<file path="src/hw/qci_pkg.sv">
// Package: register map, field positions and carrier types of the quadrature counter
package qci_pkg;

  localparam int CNT_W = 16;
  localparam int ADDR_W = 8;
  localparam int NFLG = 8;

  // Register byte offsets, one aligned word each
  localparam logic [ADDR_W-1:0] OFF_CTRL = 8'h00;
  localparam logic [ADDR_W-1:0] OFF_STAT = 8'h04;
  localparam logic [ADDR_W-1:0] OFF_CLR = 8'h08;
  localparam logic [ADDR_W-1:0] OFF_EN = 8'h0C;
  localparam logic [ADDR_W-1:0] OFF_C0CNT = 8'h10;
  localparam logic [ADDR_W-1:0] OFF_C0GRA = 8'h14;
  localparam logic [ADDR_W-1:0] OFF_C0GRB = 8'h18;
  localparam logic [ADDR_W-1:0] OFF_C0GRC = 8'h1C;
  localparam logic [ADDR_W-1:0] OFF_C1CNT = 8'h20;
  localparam logic [ADDR_W-1:0] OFF_C1GRA = 8'h24;
  localparam logic [ADDR_W-1:0] OFF_C1GRB = 8'h28;

  // Control register fields
  localparam int CTL_MODE_LSB = 0;
  localparam int CTL_MODE_W = 3;
  localparam int CTL_RUN0 = 4;
  localparam int CTL_CAPB0 = 5;
  localparam int CTL_CAP1 = 6;
  localparam int CTL_CLRC0 = 7;

  // Status, clear and enable bit positions
  localparam int FLG_C0A = 0;
  localparam int FLG_C0B = 1;
  localparam int FLG_C0C = 2;
  localparam int FLG_C0V = 3;
  localparam int FLG_C1A = 4;
  localparam int FLG_C1B = 5;
  localparam int FLG_C1V = 6;
  localparam int FLG_C1U = 7;
  localparam int STAT_DIR = 8;

  localparam logic [CNT_W-1:0] CNT_MAX = 16'hFFFF;
  localparam logic [CNT_W-1:0] CNT_ZERO = 16'h0000;
  localparam logic [CNT_W-1:0] CNT_ONE = 16'h0001;
  localparam logic DIR_RST = 1'b1;

  typedef enum logic [2:0] {
    QCI_OFF = 3'h0,
    QCI_PH2 = 3'h2,
    QCI_PH3 = 3'h3,
    QCI_PH4 = 3'h4
  } qci_pmode_e;

  typedef logic [NFLG-1:0] qci_flags_t;

  typedef struct packed {
    logic psel;
    logic penable;
    logic pwrite;
    logic [ADDR_W-1:0] paddr;
    logic [31:0] pwdata;
  } qci_apb_req_s;

  typedef struct packed {
    logic [31:0] prdata;
    logic pready;
    logic pslverr;
  } qci_apb_rsp_s;

endpackage : qci_pkg

</file>
<file path="src/hw/qci_phase_dec.sv">
// Encoder input synchroniser and two-phase count decoder
`timescale 1ns/1ps
module qci_phase_dec (
  input wire logic mclk,
  input wire logic arst_n,
  input wire logic pinA,
  input wire logic pinB,
  input wire qci_pkg::qci_pmode_e mode,
  output logic countUp,
  output logic countDown
);
  import qci_pkg::*;

  logic [1:0] syncA;
  logic [1:0] syncB;
  logic prevA;
  logic prevB;
  logic aRise, aFall, bRise, bFall, lvA, lvB;
  logic next_up, next_down;

  // Two stages per pin; stage 0 feeds only stage 1
  always_ff @(posedge mclk or negedge arst_n) begin
    if (!arst_n) begin
      syncA <= 2'h0;
      syncB <= 2'h0;
      prevA <= 1'b0;
      prevB <= 1'b0;
    end else begin
      syncA <= {syncA[0], pinA};
      syncB <= {syncB[0], pinB};
      prevA <= syncA[1];
      prevB <= syncB[1];
    end
  end

  // Edges from registered samples, so each edge lasts one cycle
  assign lvA = syncA[1];
  assign lvB = syncB[1];
  assign aRise = lvA & ~prevA;
  assign aFall = ~lvA & prevA;
  assign bRise = lvB & ~prevB;
  assign bFall = ~lvB & prevB;

  // Count table per mode; illegal mode codes never count
  always_comb begin
    next_up = 1'b0;
    next_down = 1'b0;
    case (mode)
      QCI_PH2: begin
        next_up = aFall & lvB;
        next_down = aFall & ~lvB;
      end
      QCI_PH3: begin
        next_up = aFall & lvB;
        next_down = bFall & lvA;
      end
      QCI_PH4: begin
        next_up = (bRise & lvA) | (bFall & ~lvA);
        next_down = (bFall & lvA) | (bRise & ~lvA);
      end
      default: begin
        next_up = 1'b0;
        next_down = 1'b0;
      end
    endcase
  end

  // Registered one-cycle count pulses
  always_ff @(posedge mclk or negedge arst_n) begin
    if (!arst_n) begin
      countUp <= 1'b0;
      countDown <= 1'b0;
    end else begin
      countUp <= next_up;
      countDown <= next_down;
    end
  end

  a_step_exclusive: assert property (@(posedge mclk) disable iff (!arst_n)
    !(countUp && countDown)) else $error("up and down pulse together");
  a_mode3_down: assert property (@(posedge mclk) disable iff (!arst_n)
    (mode == QCI_PH3 && bFall && lvA) |=> countDown && !countUp)
    else $error("mode 3 missed down count");
  a_mode4_aedge: assert property (@(posedge mclk) disable iff (!arst_n)
    (mode == QCI_PH4 && !bRise && !bFall) |=> !countUp && !countDown)
    else $error("mode 4 counted without B edge");

endmodule : qci_phase_dec

</file>
<file path="src/hw/qci_irq.sv">
// Sticky status flags, enables and per-channel prioritised requests
`timescale 1ns/1ps
module qci_irq (
  input wire logic mclk,
  input wire logic arst_n,
  input wire qci_pkg::qci_flags_t events,
  input wire qci_pkg::qci_flags_t clrMask,
  input wire qci_pkg::qci_flags_t enable,
  output qci_pkg::qci_flags_t status,
  output logic irq,
  output logic reqCh0,
  output logic reqCh1,
  output logic [1:0] srcCh0,
  output logic [1:0] srcCh1
);
  import qci_pkg::*;

  qci_flags_t next_status;
  qci_flags_t next_pend;

  // Lowest bit wins inside a channel's group of four
  function automatic logic [1:0] pickFirst(input logic [3:0] v);
    if (v[0]) return 2'h0;
    if (v[1]) return 2'h1;
    if (v[2]) return 2'h2;
    return 2'h3;
  endfunction : pickFirst

  // A new event beats a clear landing in the same cycle
  assign next_status = (status & ~clrMask) | events;
  assign next_pend = next_status & enable;

  always_ff @(posedge mclk or negedge arst_n) begin
    if (!arst_n) begin
      status <= '0;
      irq <= 1'b0;
      reqCh0 <= 1'b0;
      reqCh1 <= 1'b0;
      srcCh0 <= 2'h0;
      srcCh1 <= 2'h0;
    end else begin
      status <= next_status;
      irq <= |next_pend;
      reqCh0 <= |next_pend[FLG_C0V:FLG_C0A];
      reqCh1 <= |next_pend[FLG_C1U:FLG_C1A];
      srcCh0 <= pickFirst(next_pend[FLG_C0V:FLG_C0A]);
      srcCh1 <= pickFirst(next_pend[FLG_C1U:FLG_C1A]);
    end
  end

  a_flag_sticky: assert property (@(posedge mclk) disable iff (!arst_n)
    (events != '0) |=> ((status & $past(events)) == $past(events)))
    else $error("event did not set its flag");
  a_irq_level: assert property (@(posedge mclk) disable iff (!arst_n)
    1 |=> irq == |(status & $past(enable))) else $error("irq not status and enable");
  a_clear_drop: assert property (@(posedge mclk) disable iff (!arst_n)
    (clrMask == status && events == '0) |=> status == '0 && !irq)
    else $error("clear did not withdraw request");
  a_prio_ch1: assert property (@(posedge mclk) disable iff (!arst_n)
    1 |=> srcCh1 == pickFirst(status[FLG_C1U:FLG_C1A] & $past(enable[FLG_C1U:FLG_C1A])))
    else $error("channel 1 priority wrong");

endmodule : qci_irq

</file>
<file path="src/hw/qci_top.sv">
// Top: timebase channel, quadrature channel, capture links, APB registers and interrupts
//
// Implementation choices: the address map and the APB interface to the registers.
`timescale 1ns/1ps

////////////////////////////////////////////////////////////////////////////////

module qci_top (
  input wire logic mclk,
  input wire logic arst_n,
  input wire qci_pkg::qci_apb_req_s apbReq,
  output qci_pkg::qci_apb_rsp_s apbRsp,
  input wire logic extClockPinA,
  input wire logic extClockPinB,
  output logic irq,
  output logic irqReqCh0,
  output logic irqReqCh1,
  output logic [1:0] irqSrcCh0,
  output logic [1:0] irqSrcCh1
);
  import qci_pkg::*;

  ////////////////////////////////////////////////////////////////////////////////
  // Declarations

  logic [CTL_MODE_W-1:0] ctrlMode;
  logic run0;
  logic capB0;
  logic cap1;
  logic clrC0;
  qci_flags_t irqEnable;
  qci_flags_t irqStatus;
  qci_flags_t events;
  qci_flags_t clrMask;
  qci_pmode_e phaseMode;

  logic [CNT_W-1:0] ch0Cnt;
  logic [CNT_W-1:0] ch0GrA;
  logic [CNT_W-1:0] ch0GrB;
  logic [CNT_W-1:0] ch0GrC;
  logic [CNT_W-1:0] ch1Cnt;
  logic [CNT_W-1:0] ch1GrA;
  logic [CNT_W-1:0] ch1GrB;
  logic countDir;

  logic up1;
  logic down1;
  logic step1;
  logic matchA0;
  logic matchC0;
  logic clear0;
  logic ovf0;
  logic ovf1;
  logic udf1;
  logic capEvtB0;
  logic capEvtA1;
  logic capEvtB1;

  logic setup;
  logic wrAcc;
  logic mapped;
  logic [31:0] next_rdata;

  ////////////////////////////////////////////////////////////////////////////////
  // Helpers

  // Exact word match of the bus address against one register offset
  function automatic logic hit(input logic [ADDR_W-1:0] a, input logic [ADDR_W-1:0] off);
    return a == off;
  endfunction : hit

  // Write strobe for one register, only on the completing access edge
  function automatic logic wrHit(input logic acc, input logic [ADDR_W-1:0] a,
                                 input logic [ADDR_W-1:0] off);
    return acc & hit(a, off);
  endfunction : wrHit

  ////////////////////////////////////////////////////////////////////////////////
  // APB slave

  // Setup phase seen this cycle; the reply is ready in the access cycle
  assign setup = apbReq.psel & ~apbReq.penable;
  assign wrAcc = apbReq.psel & apbReq.penable & apbRsp.pready & apbReq.pwrite;

  // Address map check, unmapped words answer with an error
  always_comb begin
    mapped = 1'b0;
    case (apbReq.paddr)
      OFF_CTRL, OFF_STAT, OFF_CLR, OFF_EN: mapped = 1'b1;
      OFF_C0CNT, OFF_C0GRA, OFF_C0GRB, OFF_C0GRC: mapped = 1'b1;
      OFF_C1CNT, OFF_C1GRA, OFF_C1GRB: mapped = 1'b1;
      default: mapped = 1'b0;
    endcase
  end

  // Read data; the clear register is write-only and reads zero
  always_comb begin
    next_rdata = 32'h0000_0000;
    case (apbReq.paddr)
      OFF_CTRL: begin
        next_rdata[CTL_MODE_LSB +: CTL_MODE_W] = ctrlMode;
        next_rdata[CTL_RUN0] = run0;
        next_rdata[CTL_CAPB0] = capB0;
        next_rdata[CTL_CAP1] = cap1;
        next_rdata[CTL_CLRC0] = clrC0;
      end
      OFF_STAT: begin
        next_rdata[NFLG-1:0] = irqStatus;
        next_rdata[STAT_DIR] = countDir;
      end
      OFF_EN: next_rdata[NFLG-1:0] = irqEnable;
      OFF_C0CNT: next_rdata[CNT_W-1:0] = ch0Cnt;
      OFF_C0GRA: next_rdata[CNT_W-1:0] = ch0GrA;
      OFF_C0GRB: next_rdata[CNT_W-1:0] = ch0GrB;
      OFF_C0GRC: next_rdata[CNT_W-1:0] = ch0GrC;
      OFF_C1CNT: next_rdata[CNT_W-1:0] = ch1Cnt;
      OFF_C1GRA: next_rdata[CNT_W-1:0] = ch1GrA;
      OFF_C1GRB: next_rdata[CNT_W-1:0] = ch1GrB;
      default: next_rdata = 32'h0000_0000;
    endcase
  end

  // Reply registered in the setup cycle so it stands for the whole access
  always_ff @(posedge mclk or negedge arst_n) begin
    if (!arst_n) begin
      apbRsp <= '0;
    end else begin
      apbRsp.pready <= setup;
      apbRsp.pslverr <= setup & ~mapped;
      apbRsp.prdata <= (setup & ~apbReq.pwrite) ? next_rdata : 32'h0000_0000;
    end
  end

  ////////////////////////////////////////////////////////////////////////////////
  // Control and enable registers

  // Software steers the mode, the capture links and the counter clearing
  always_ff @(posedge mclk or negedge arst_n) begin
    if (!arst_n) begin
      ctrlMode <= QCI_OFF;
      run0 <= 1'b0;
      capB0 <= 1'b0;
      cap1 <= 1'b0;
      clrC0 <= 1'b0;
    end else if (wrHit(wrAcc, apbReq.paddr, OFF_CTRL)) begin
      ctrlMode <= apbReq.pwdata[CTL_MODE_LSB +: CTL_MODE_W];
      run0 <= apbReq.pwdata[CTL_RUN0];
      capB0 <= apbReq.pwdata[CTL_CAPB0];
      cap1 <= apbReq.pwdata[CTL_CAP1];
      clrC0 <= apbReq.pwdata[CTL_CLRC0];
    end
  end

  // One enable bit per source
  always_ff @(posedge mclk or negedge arst_n) begin
    if (!arst_n) begin
      irqEnable <= '0;
    end else if (wrHit(wrAcc, apbReq.paddr, OFF_EN)) begin
      irqEnable <= apbReq.pwdata[NFLG-1:0];
    end
  end

  // Write-one-to-clear, a single-cycle mask into the flag logic
  assign clrMask = wrHit(wrAcc, apbReq.paddr, OFF_CLR) ? apbReq.pwdata[NFLG-1:0] : '0;

  ////////////////////////////////////////////////////////////////////////////////
  // Channel 0 timebase

  // Compare matches only while the timebase runs
  assign matchA0 = run0 & (ch0Cnt == ch0GrA);
  assign matchC0 = run0 & (ch0Cnt == ch0GrC);
  assign clear0 = clrC0 & matchC0;
  assign ovf0 = run0 & ~clear0 & (ch0Cnt == CNT_MAX);

  // Counts mclk only; it has no mode field, so it cannot decode phases
  always_ff @(posedge mclk or negedge arst_n) begin
    if (!arst_n) begin
      ch0Cnt <= CNT_ZERO;
    end else if (wrHit(wrAcc, apbReq.paddr, OFF_C0CNT)) begin
      ch0Cnt <= apbReq.pwdata[CNT_W-1:0];
    end else if (clear0) begin
      ch0Cnt <= CNT_ZERO;
    end else if (run0) begin
      ch0Cnt <= ch0Cnt + CNT_ONE;
    end
  end

  // Compare values written by software
  always_ff @(posedge mclk or negedge arst_n) begin
    if (!arst_n) begin
      ch0GrA <= CNT_MAX;
      ch0GrC <= CNT_MAX;
    end else begin
      if (wrHit(wrAcc, apbReq.paddr, OFF_C0GRA)) begin
        ch0GrA <= apbReq.pwdata[CNT_W-1:0];
      end
      if (wrHit(wrAcc, apbReq.paddr, OFF_C0GRC)) begin
        ch0GrC <= apbReq.pwdata[CNT_W-1:0];
      end
    end
  end

  // Each quadrature step latches the running timebase count; the step does not clear the timebase
  assign capEvtB0 = capB0 & step1;

  always_ff @(posedge mclk or negedge arst_n) begin
    if (!arst_n) begin
      ch0GrB <= CNT_ZERO;
    end else if (capEvtB0) begin
      ch0GrB <= ch0Cnt;
    end
  end

  ////////////////////////////////////////////////////////////////////////////////
  // Channel 1 quadrature counter

  // Illegal mode codes fall to the decoder's no-count branch
  assign phaseMode = qci_pmode_e'(ctrlMode);

  // Phase A from pin A, phase B from pin B
  qci_phase_dec u_dec (
    .mclk(mclk),
    .arst_n(arst_n),
    .pinA(extClockPinA),
    .pinB(extClockPinB),
    .mode(phaseMode),
    .countUp(up1),
    .countDown(down1)
  );

  assign step1 = up1 | down1;
  assign ovf1 = up1 & (ch1Cnt == CNT_MAX);
  assign udf1 = down1 & (ch1Cnt == CNT_ZERO);

  // A software write wins over a count step in the same cycle
  always_ff @(posedge mclk or negedge arst_n) begin
    if (!arst_n) begin
      ch1Cnt <= CNT_ZERO;
    end else if (wrHit(wrAcc, apbReq.paddr, OFF_C1CNT)) begin
      ch1Cnt <= apbReq.pwdata[CNT_W-1:0];
    end else if (up1) begin
      ch1Cnt <= ch1Cnt + CNT_ONE;
    end else if (down1) begin
      ch1Cnt <= ch1Cnt - CNT_ONE;
    end
  end

  // Direction follows the latest step and holds between steps
  always_ff @(posedge mclk or negedge arst_n) begin
    if (!arst_n) begin
      countDir <= DIR_RST;
    end else if (up1) begin
      countDir <= 1'b1;
    end else if (down1) begin
      countDir <= 1'b0;
    end
  end

  // Control-cycle position samples taken from timebase matches
  assign capEvtA1 = cap1 & matchA0;
  assign capEvtB1 = cap1 & matchC0;

  always_ff @(posedge mclk or negedge arst_n) begin
    if (!arst_n) begin
      ch1GrA <= CNT_ZERO;
      ch1GrB <= CNT_ZERO;
    end else begin
      if (capEvtA1) begin
        ch1GrA <= ch1Cnt;
      end
      if (capEvtB1) begin
        ch1GrB <= ch1Cnt;
      end
    end
  end

  ////////////////////////////////////////////////////////////////////////////////
  // Interrupts

  // Capture/match and overflow sources in both channels, underflow in channel 1 only
  always_comb begin
    events = '0;
    events[FLG_C0A] = matchA0;
    events[FLG_C0B] = capEvtB0;
    events[FLG_C0C] = matchC0;
    events[FLG_C0V] = ovf0;
    events[FLG_C1A] = capEvtA1;
    events[FLG_C1B] = capEvtB1;
    events[FLG_C1V] = ovf1;
    events[FLG_C1U] = udf1;
  end

  qci_irq u_irq (
    .mclk(mclk),
    .arst_n(arst_n),
    .events(events),
    .clrMask(clrMask),
    .enable(irqEnable),
    .status(irqStatus),
    .irq(irq),
    .reqCh0(irqReqCh0),
    .reqCh1(irqReqCh1),
    .srcCh0(irqSrcCh0),
    .srcCh1(irqSrcCh1)
  );

  ////////////////////////////////////////////////////////////////////////////////
  // Checks

  a_ovf_wrap: assert property (@(posedge mclk) disable iff (!arst_n)
    (ovf1 && !wrHit(wrAcc, apbReq.paddr, OFF_C1CNT))
    |=> ch1Cnt == CNT_ZERO && irqStatus[FLG_C1V]) else $error("overflow wrap wrong");
  a_udf_wrap: assert property (@(posedge mclk) disable iff (!arst_n)
    (udf1 && !wrHit(wrAcc, apbReq.paddr, OFF_C1CNT))
    |=> ch1Cnt == CNT_MAX && irqStatus[FLG_C1U]) else $error("underflow wrap wrong");
  a_up_step: assert property (@(posedge mclk) disable iff (!arst_n)
    (up1 && !wrHit(wrAcc, apbReq.paddr, OFF_C1CNT))
    |=> ch1Cnt == $past(ch1Cnt) + CNT_ONE) else $error("up step not one");
  a_dir_flag: assert property (@(posedge mclk) disable iff (!arst_n)
    down1 |=> !countDir ##1 (countDir == $past(up1) || !$past(up1)))
    else $error("direction flag wrong");
  a_cap_ch1: assert property (@(posedge mclk) disable iff (!arst_n)
    (cap1 && matchA0) |=> ch1GrA == $past(ch1Cnt) && irqStatus[FLG_C1A])
    else $error("channel 1 capture A wrong");
  a_cap_ch0: assert property (@(posedge mclk) disable iff (!arst_n)
    (capB0 && step1) |=> ch0GrB == $past(ch0Cnt)) else $error("step width capture wrong");
  a_no_mode: assert property (@(posedge mclk) disable iff (!arst_n)
    (ctrlMode == QCI_OFF) [*3] |-> !step1) else $error("count without phase mode");

endmodule : qci_top

</file>
<file path="config.mk">
export PLATFORM = sky130hd
export DESIGN_NAME = qci_top
export DESIGN_NICKNAME = d
export VERILOG_FILES = /design/src/hw/qci_pkg.sv /design/src/hw/qci_phase_dec.sv /design/src/hw/qci_irq.sv /design/src/hw/qci_top.sv
export SDC_FILE = /design/constraint.sdc
export NUM_CORES = 1
export LEC_CHECK = 0
export BUFFER_PORTS_ARGS = -buffer_cell sky130_fd_sc_hd__buf_2
export CAP_MARGIN = 5
export CORE_ASPECT_RATIO = 2
export CORE_UTILIZATION = 29
export CTS_CLUSTER_SIZE = 16
export DETAILED_ROUTE_END_ITERATION = 8
export PLACE_DENSITY = 0.47
export SKIP_LAST_GASP = 1
export SLEW_MARGIN = 20
export SYNTH_ARGS = -nofsm -noshare
export SYNTH_HDL_FRONTEND = slang
export SYNTH_SLANG_ARGS = --single-unit
</file>
<file path="constraint.sdc">
create_clock -name mclk -period 5.5 [get_ports mclk]
set_input_delay 1.1 -clock mclk [delete_from_list [all_inputs] [get_ports mclk]]
set_output_delay 1.1 -clock mclk [all_outputs]
set_load 0.02 [all_outputs]
</file>
-- After elaboration in Yosys (flattened, before gate mapping)
Cells that the tools add are included.
- magnitude comparators: 0
- bitwise operators: 46
- muxes and demuxes: 42
- add/subtract/negate cells: 3
- shift operators: 0
- reduce and logical (&&, ||, !) cells: 10
- divide/modulo/power cells: 0
- multipliers: 0
- equality and inequality tests: 17
- operators with widths (cell ; count):
    $mux W16 ; 7
    $pmux W7 S7 ; 1
    $pmux W4 S10 ; 1
    $add A16 B1 Y16 const B ; 2
    $and A1 B1 Y1 ; 32
    $eq A16 B16 Y1 ; 2
    $eq A16 B16 Y1 const B ; 2
    $eq A8 B5 Y1 const B ; 4
    $pmux W3 S10 ; 1
    $eq A8 B6 Y1 const B ; 3
    $mux W2 ; 12
    $and A8 B8 Y8 ; 2
    $eq A8 B4 Y1 const B ; 2
    $logic_not A16 Y1 ; 1
    $sub A16 B1 Y16 const B ; 1
    $mux W1 ; 15
    $reduce_or A11 Y1 ; 1
    $pmux W1 S9 ; 1
    $eq A8 B3 Y1 const B ; 1
    $logic_not A8 Y1 ; 1
    $mux W8 ; 1
    $not A8 Y8 ; 1
    $or A8 B8 Y8 ; 1
    $pmux W1 S8 ; 1
    11 further kinds ; 22
- output and inout bits: 41
- memories kept: 0
- register bits: 169
- bits in read-only memories: 0
- bits in writable memories: 0
- latch bits: 0
- word-level logic and storage cells: 147

-- Depth between registers and ports, before layout
- word-level depth: 16
- gate-level depth with buffers: 10

-- Modules after synthesis
Synthesis repeated with hierarchy kept, for this count alone.
- cell total of the unflattened synthesis: 906
- area, all modules: 9196.3 um^2
- by module, submodules not included (module ; seq. area each (um^2) ; cells each ; times used ; area each (um^2)):
    qci_top ; 3694.8 ; 836 ; 1 ; 8260.4
    qci_irq ; 375.4 ; 48 ; 1 ; 644.4
    qci_phase_dec ; 200.2 ; 22 ; 1 ; 291.5

-- Worst setup path before layout
Ideal clock, no wire load.
- path kind: input port to flip-flop
- start: in apbReq[33] (netlist name)
- end: reg u_irq.irq
- arrival: 2.992 ns
- path buffers: 1
- setup time: 0.144 ns
- required time: 5.356 ns
- stages: 8
- slack: 2.365 ns
- path through: clkbuf_1 or4b_1 nor3_4 nand2_1 a21o_1 o2bb2ai_1 or3_4 nand4b_4
- word-level cells in the longest chain between the ends: 8
- RTL lines (what ; RTL line ; text):
    start, declared ; qci_top.sv:11 ; input wire qci_pkg::qci_apb_req_s apbReq,
    $eq A8 B4 Y1 ; qci_top.sv:69 ; return a == off;
    $and A1 B1 Y1 ; qci_top.sv:75 ; return acc & hit(a, off);
    $mux W8 ; qci_top.sv:164 ; assign clrMask = wrHit(wrAcc, apbReq.paddr, OFF_CLR) ? apbReq.pwdata[NFLG-1:0] : '0;
    $not A8 Y8 ; qci_irq.sv:30 ; assign next_status = (status & ~clrMask) | events;
    $and A8 B8 Y8 ; qci_irq.sv:30 ;
    $or A8 B8 Y8 ; qci_irq.sv:30 ;
    via u_irq.next_status[7] ; qci_irq.sv:18 ; qci_flags_t next_status;
    $and A8 B8 Y8 ; qci_irq.sv:31 ; assign next_pend = next_status & enable;
    $reduce_or A8 Y1 ; qci_irq.sv:43 ; irq <= |next_pend;
    end signal, assigned ; qci_irq.sv:43 ;
    end, declared ; qci_irq.sv:10 ; output logic irq,
The timed path passes the listed nets, and every way through them passes these cells.
A chain may end at the register's enable or synchronous reset.

-- Worst setup path in the final report
- start: in apbReq[33] (netlist name)
- end: reg cap1
- word-level cells in the longest chain between the ends: 2
- RTL lines (what ; RTL line ; text):
    $logic_not A8 Y1 ; qci_top.sv:69 ;
    $and A1 B1 Y1 ; qci_top.sv:75 ;
    end signal, assigned ; qci_top.sv:149 ; cap1 <= apbReq.pwdata[CTL_CAP1];
    end, declared ; qci_top.sv:29 ; logic cap1;
No other way between the ends.

==> metrics.md <==
| Metric | Value |
|---|---|
| Status | complete, no violations |
| Sequential area share after synthesis | 47.4% |
| Count leader, synth | dfrtp_1 |
| Reg power frac | 47.0% |
| GRT overflow | 0 |
| Warnings from Yosys | 0 |
| Maximum vdd drop | just over 0.2 mV |
| Nets | 953 |
| Die area | 31,800 um2 |
| Final Hold Viols | 0 |
| Pleak | 4.35 nW |
| 1st-iter DRT viols | 479 |
| Buffer count from post-CTS setup fixing | 0 |
| Post-Route WL | about 30,000 um |
| Worst Reg-to-Reg Cells | 7 |
| Critical Path RT | 5820 ps |
| ANT nets after route | 0 |
| Final TNS setup | 0 ps |
| Via Count | 6,951 |
| Tot GR Track Use | 19.9% |
| Largest family of logic cells by synthesized area | compound AO/OA/AOI/OAI gates |
| Final setup vio count | 0 |
| Mux contribution to synthesized area | 12.7% |
| Die X | roughly 130 um |
| Share of total power in the clock network | a little over two fifths |
| Ant diodes | 0 |
| Min-Delay Path Class | reg -> reg |
| Number of flops mapped to enable cells by yosys | 0 |
| CTS tree | yes |
| Clock tree buffer depth | 2 |
| Hold path cells | 0 |
| CP arrival | 3710 ps |
| Mean Syn Cell Area | 10.5 um2 |
| RSZ-0062 raised after global routing | false |
| Pin count of the biggest net entering global routing | 128 |
| Synth area leader | dfrtp_1 |
| Initial Utilization | 29.3% |
| Critical path class | in -> reg |
| Final min period | 3390 ps |
| Maximum fanout along the worst path | 7 |
| FFs w/ async S/R, synth | 100% |
| Fin. max-slew vios | 0 |
| Post-DP HPWL | 22,300 um |
| Combinational power share | 9.8% |
| Startpoint types | primary input |
| Routability cong. | 0.839 |
| Post-CTS sizing | 0 |
| CTS buffer count | 17 |
| Xor/xnor cell area share of the yosys netlist | 4.08% |
| DR vias/cell | 5.45 |
| Synthesized flop and latch total | 169 |
| Pwr dens | ~280 nW/um2 |
| Setup Skew | 10.7 ps |
| Hold buffers post-CTS | 0 |
| FP Rows | 91 |
| Max Cap Viol | 0 |
| Htree depth | 4 |
| Die height | 251 um |
| Simple-gate portion of the synthesized area | 13.4% |
| Worst-Margin Slew | 1060 ps |
| Worst setup EP type | register |
| Ports | 88 |
| Sink Count | 169 |
| Yosys top cell area share | 37.8% |
| Sw Ratio | a little over a quarter |
| Synth Flop Type | dfrtp_1 |
| Clock slew at reported path FFs | 70 ps |
| TritonRoute pass-1 iters | 8 |
| Post-DR wirelength/cell | 23.9 um |
| Crit share post-route | 61.6% |
| Share of layout cells above drive strength 1 | 24.4% |
| Core area | 30,700 um2 |
| Clk_lat worst skew | between 400 and 500 ps |
| Max Fclk | 0.295 GHz |
| Clock root buffer | clkbuf_16 |
| Initial antenna violation count | 0 |
| Final core occ | 33.1% |
| Sw power | 0.772 mW |
| Mapped Area | 9010 um2 |
| Synth Instances | 856 |
| Compound-Gate Fraction of Synth Area | 15.9% |
| Internal power | 2.05 mW |
| First-pass GRT wire length | 45,600 um |
| Post-synth top cells | dfrtp_1, mux2_2, nand2_1 |
| Largest cells by area after synthesis | dfrtp_1, mux2_2, dfstp_2 |
| # DRC | 0 |
| Post-synthesis adder-cell area fraction | 2.30% |
| Vias in the first global route | approximately 7,000 |
| I/O Buffers | 55 |
| Syn-to-layout area delta | 12.9% |
| Slew margin rel. | just under 30% |
| Total power | 2.82 mW |
| Netlist cell types | 66 |
cells in the final DEF (no fill, tap or decap), types with 14 or more instances in the layout:
| cell | synthesis | final |
|---|---|---|
| a21oi_1 | 45 | 45 |
| a222oi_1 | 14 | 14 |
| a22oi_1 | 20 | 20 |
| a31oi_1 | 29 | 29 |
| buf_2 | 1 | 54 |
| clkbuf_16 | 0 | 17 |
| conb_1 | 1 | 16 |
| dfrtp_1 | 136 | 136 |
| dfstp_2 | 33 | 33 |
| ha_1 | 15 | 15 |
| inv_1 | 14 | 14 |
| mux2_1 | 17 | 17 |
| mux2_2 | 79 | 79 |
| nand2_1 | 63 | 62 |
| nor2_1 | 58 | 57 |
| nor3_1 | 14 | 14 |
| o21ai_0 | 40 | 40 |
| xnor2_1 | 38 | 38 |
state kept, by name, summed over array words and instances, names as in the netlist, 3 cells and up:
register and cells:
irqEnable 8, ch0GrB 16, ch1Cnt 16, ch1GrA 16, u_irq.status 8, ch0GrA 16, ch1GrB 16, ch0Cnt 16
ctrlMode 3, ch0GrC 16, apbRsp 18
routing by layer:
layer  GRT usage [%]  vias up  part of all wire, %
met5               0        -                    0
met4            10.3        0                  4.5
met3            2.51       50                  3.2
met2            38.1      180                   56
met1            20.7     3524                   36
li1                -     3197                    -
metrics by stage:
stage | setup slack [ps] | hold WS (ps) | instances | instance area, um2
global placement | 1660 | 333 | 1243 | 9600
CTS | 2080 | 357 | 1275 | 10200
global route | 1930 | 367 | 1275 | 10200
floorplan | 2360 | 331 | 871 | 9070
detailed placement | 1670 | 341 | 1243 | 9600
finish | 2110 | 350 | 1275 | 10200
final cells by class:
cell class	instances	area, um2
Inverter	14	52.6
Tap cell	372	465
Timing Repair Buffer	68	392
Clock inverter	13	145
Sequential cell	169	4270
Clock buffer	19	433
Multi-Input combinational cell	620	4420
Fill cell	3189	20600
worst paths after layout:
kind / endpoint / from / slack (ps)
worst max-delay path: cap1 / apbReq[33] / 2110
worst min-delay path: u_dec.syncA[1] / u_dec.syncA[0] / 350
worst max register to register: u_irq.irq / run0 / 2150
worst min register to register: u_dec.syncA[1] / u_dec.syncA[0] / 350
max in group asynchronous: apbRsp[17] / arst_n / 3820
min in group asynchronous: apbRsp[6] / arst_n / 560
power groups by stage:
stage | Sequential, mW | Clock (mW) | Combinational, mW
3_3_place_gp | 1.35 | 0 | 0.275
4_1_cts | 1.32 | 1.24 | 0.279
5_1_grt | 1.33 | 1.28 | 0.305
2_1_floorplan | 1.31 | 0 | 0.206
6_report | 1.32 | 1.22 | 0.277
3_5_place_dp | 1.35 | 0 | 0.277
worst max-delay path: stages:
cell,delay [ps]
buf_2,170
nor3_1,710
nand2b_1,310
nor2_1,630
nand2_1,410
mux2_2,380
cell families after synthesis:
group | after synthesis
buffers and inverters | 82
other | 1
AOI/OAI and AO/OA | 217
xor gates and xnor gates | 42
DFF | 169
and+or+nand+nor | 227
adders and majority gates | 16
muxes | 102
Note: power is estimated with default switching activity, not from simulation.
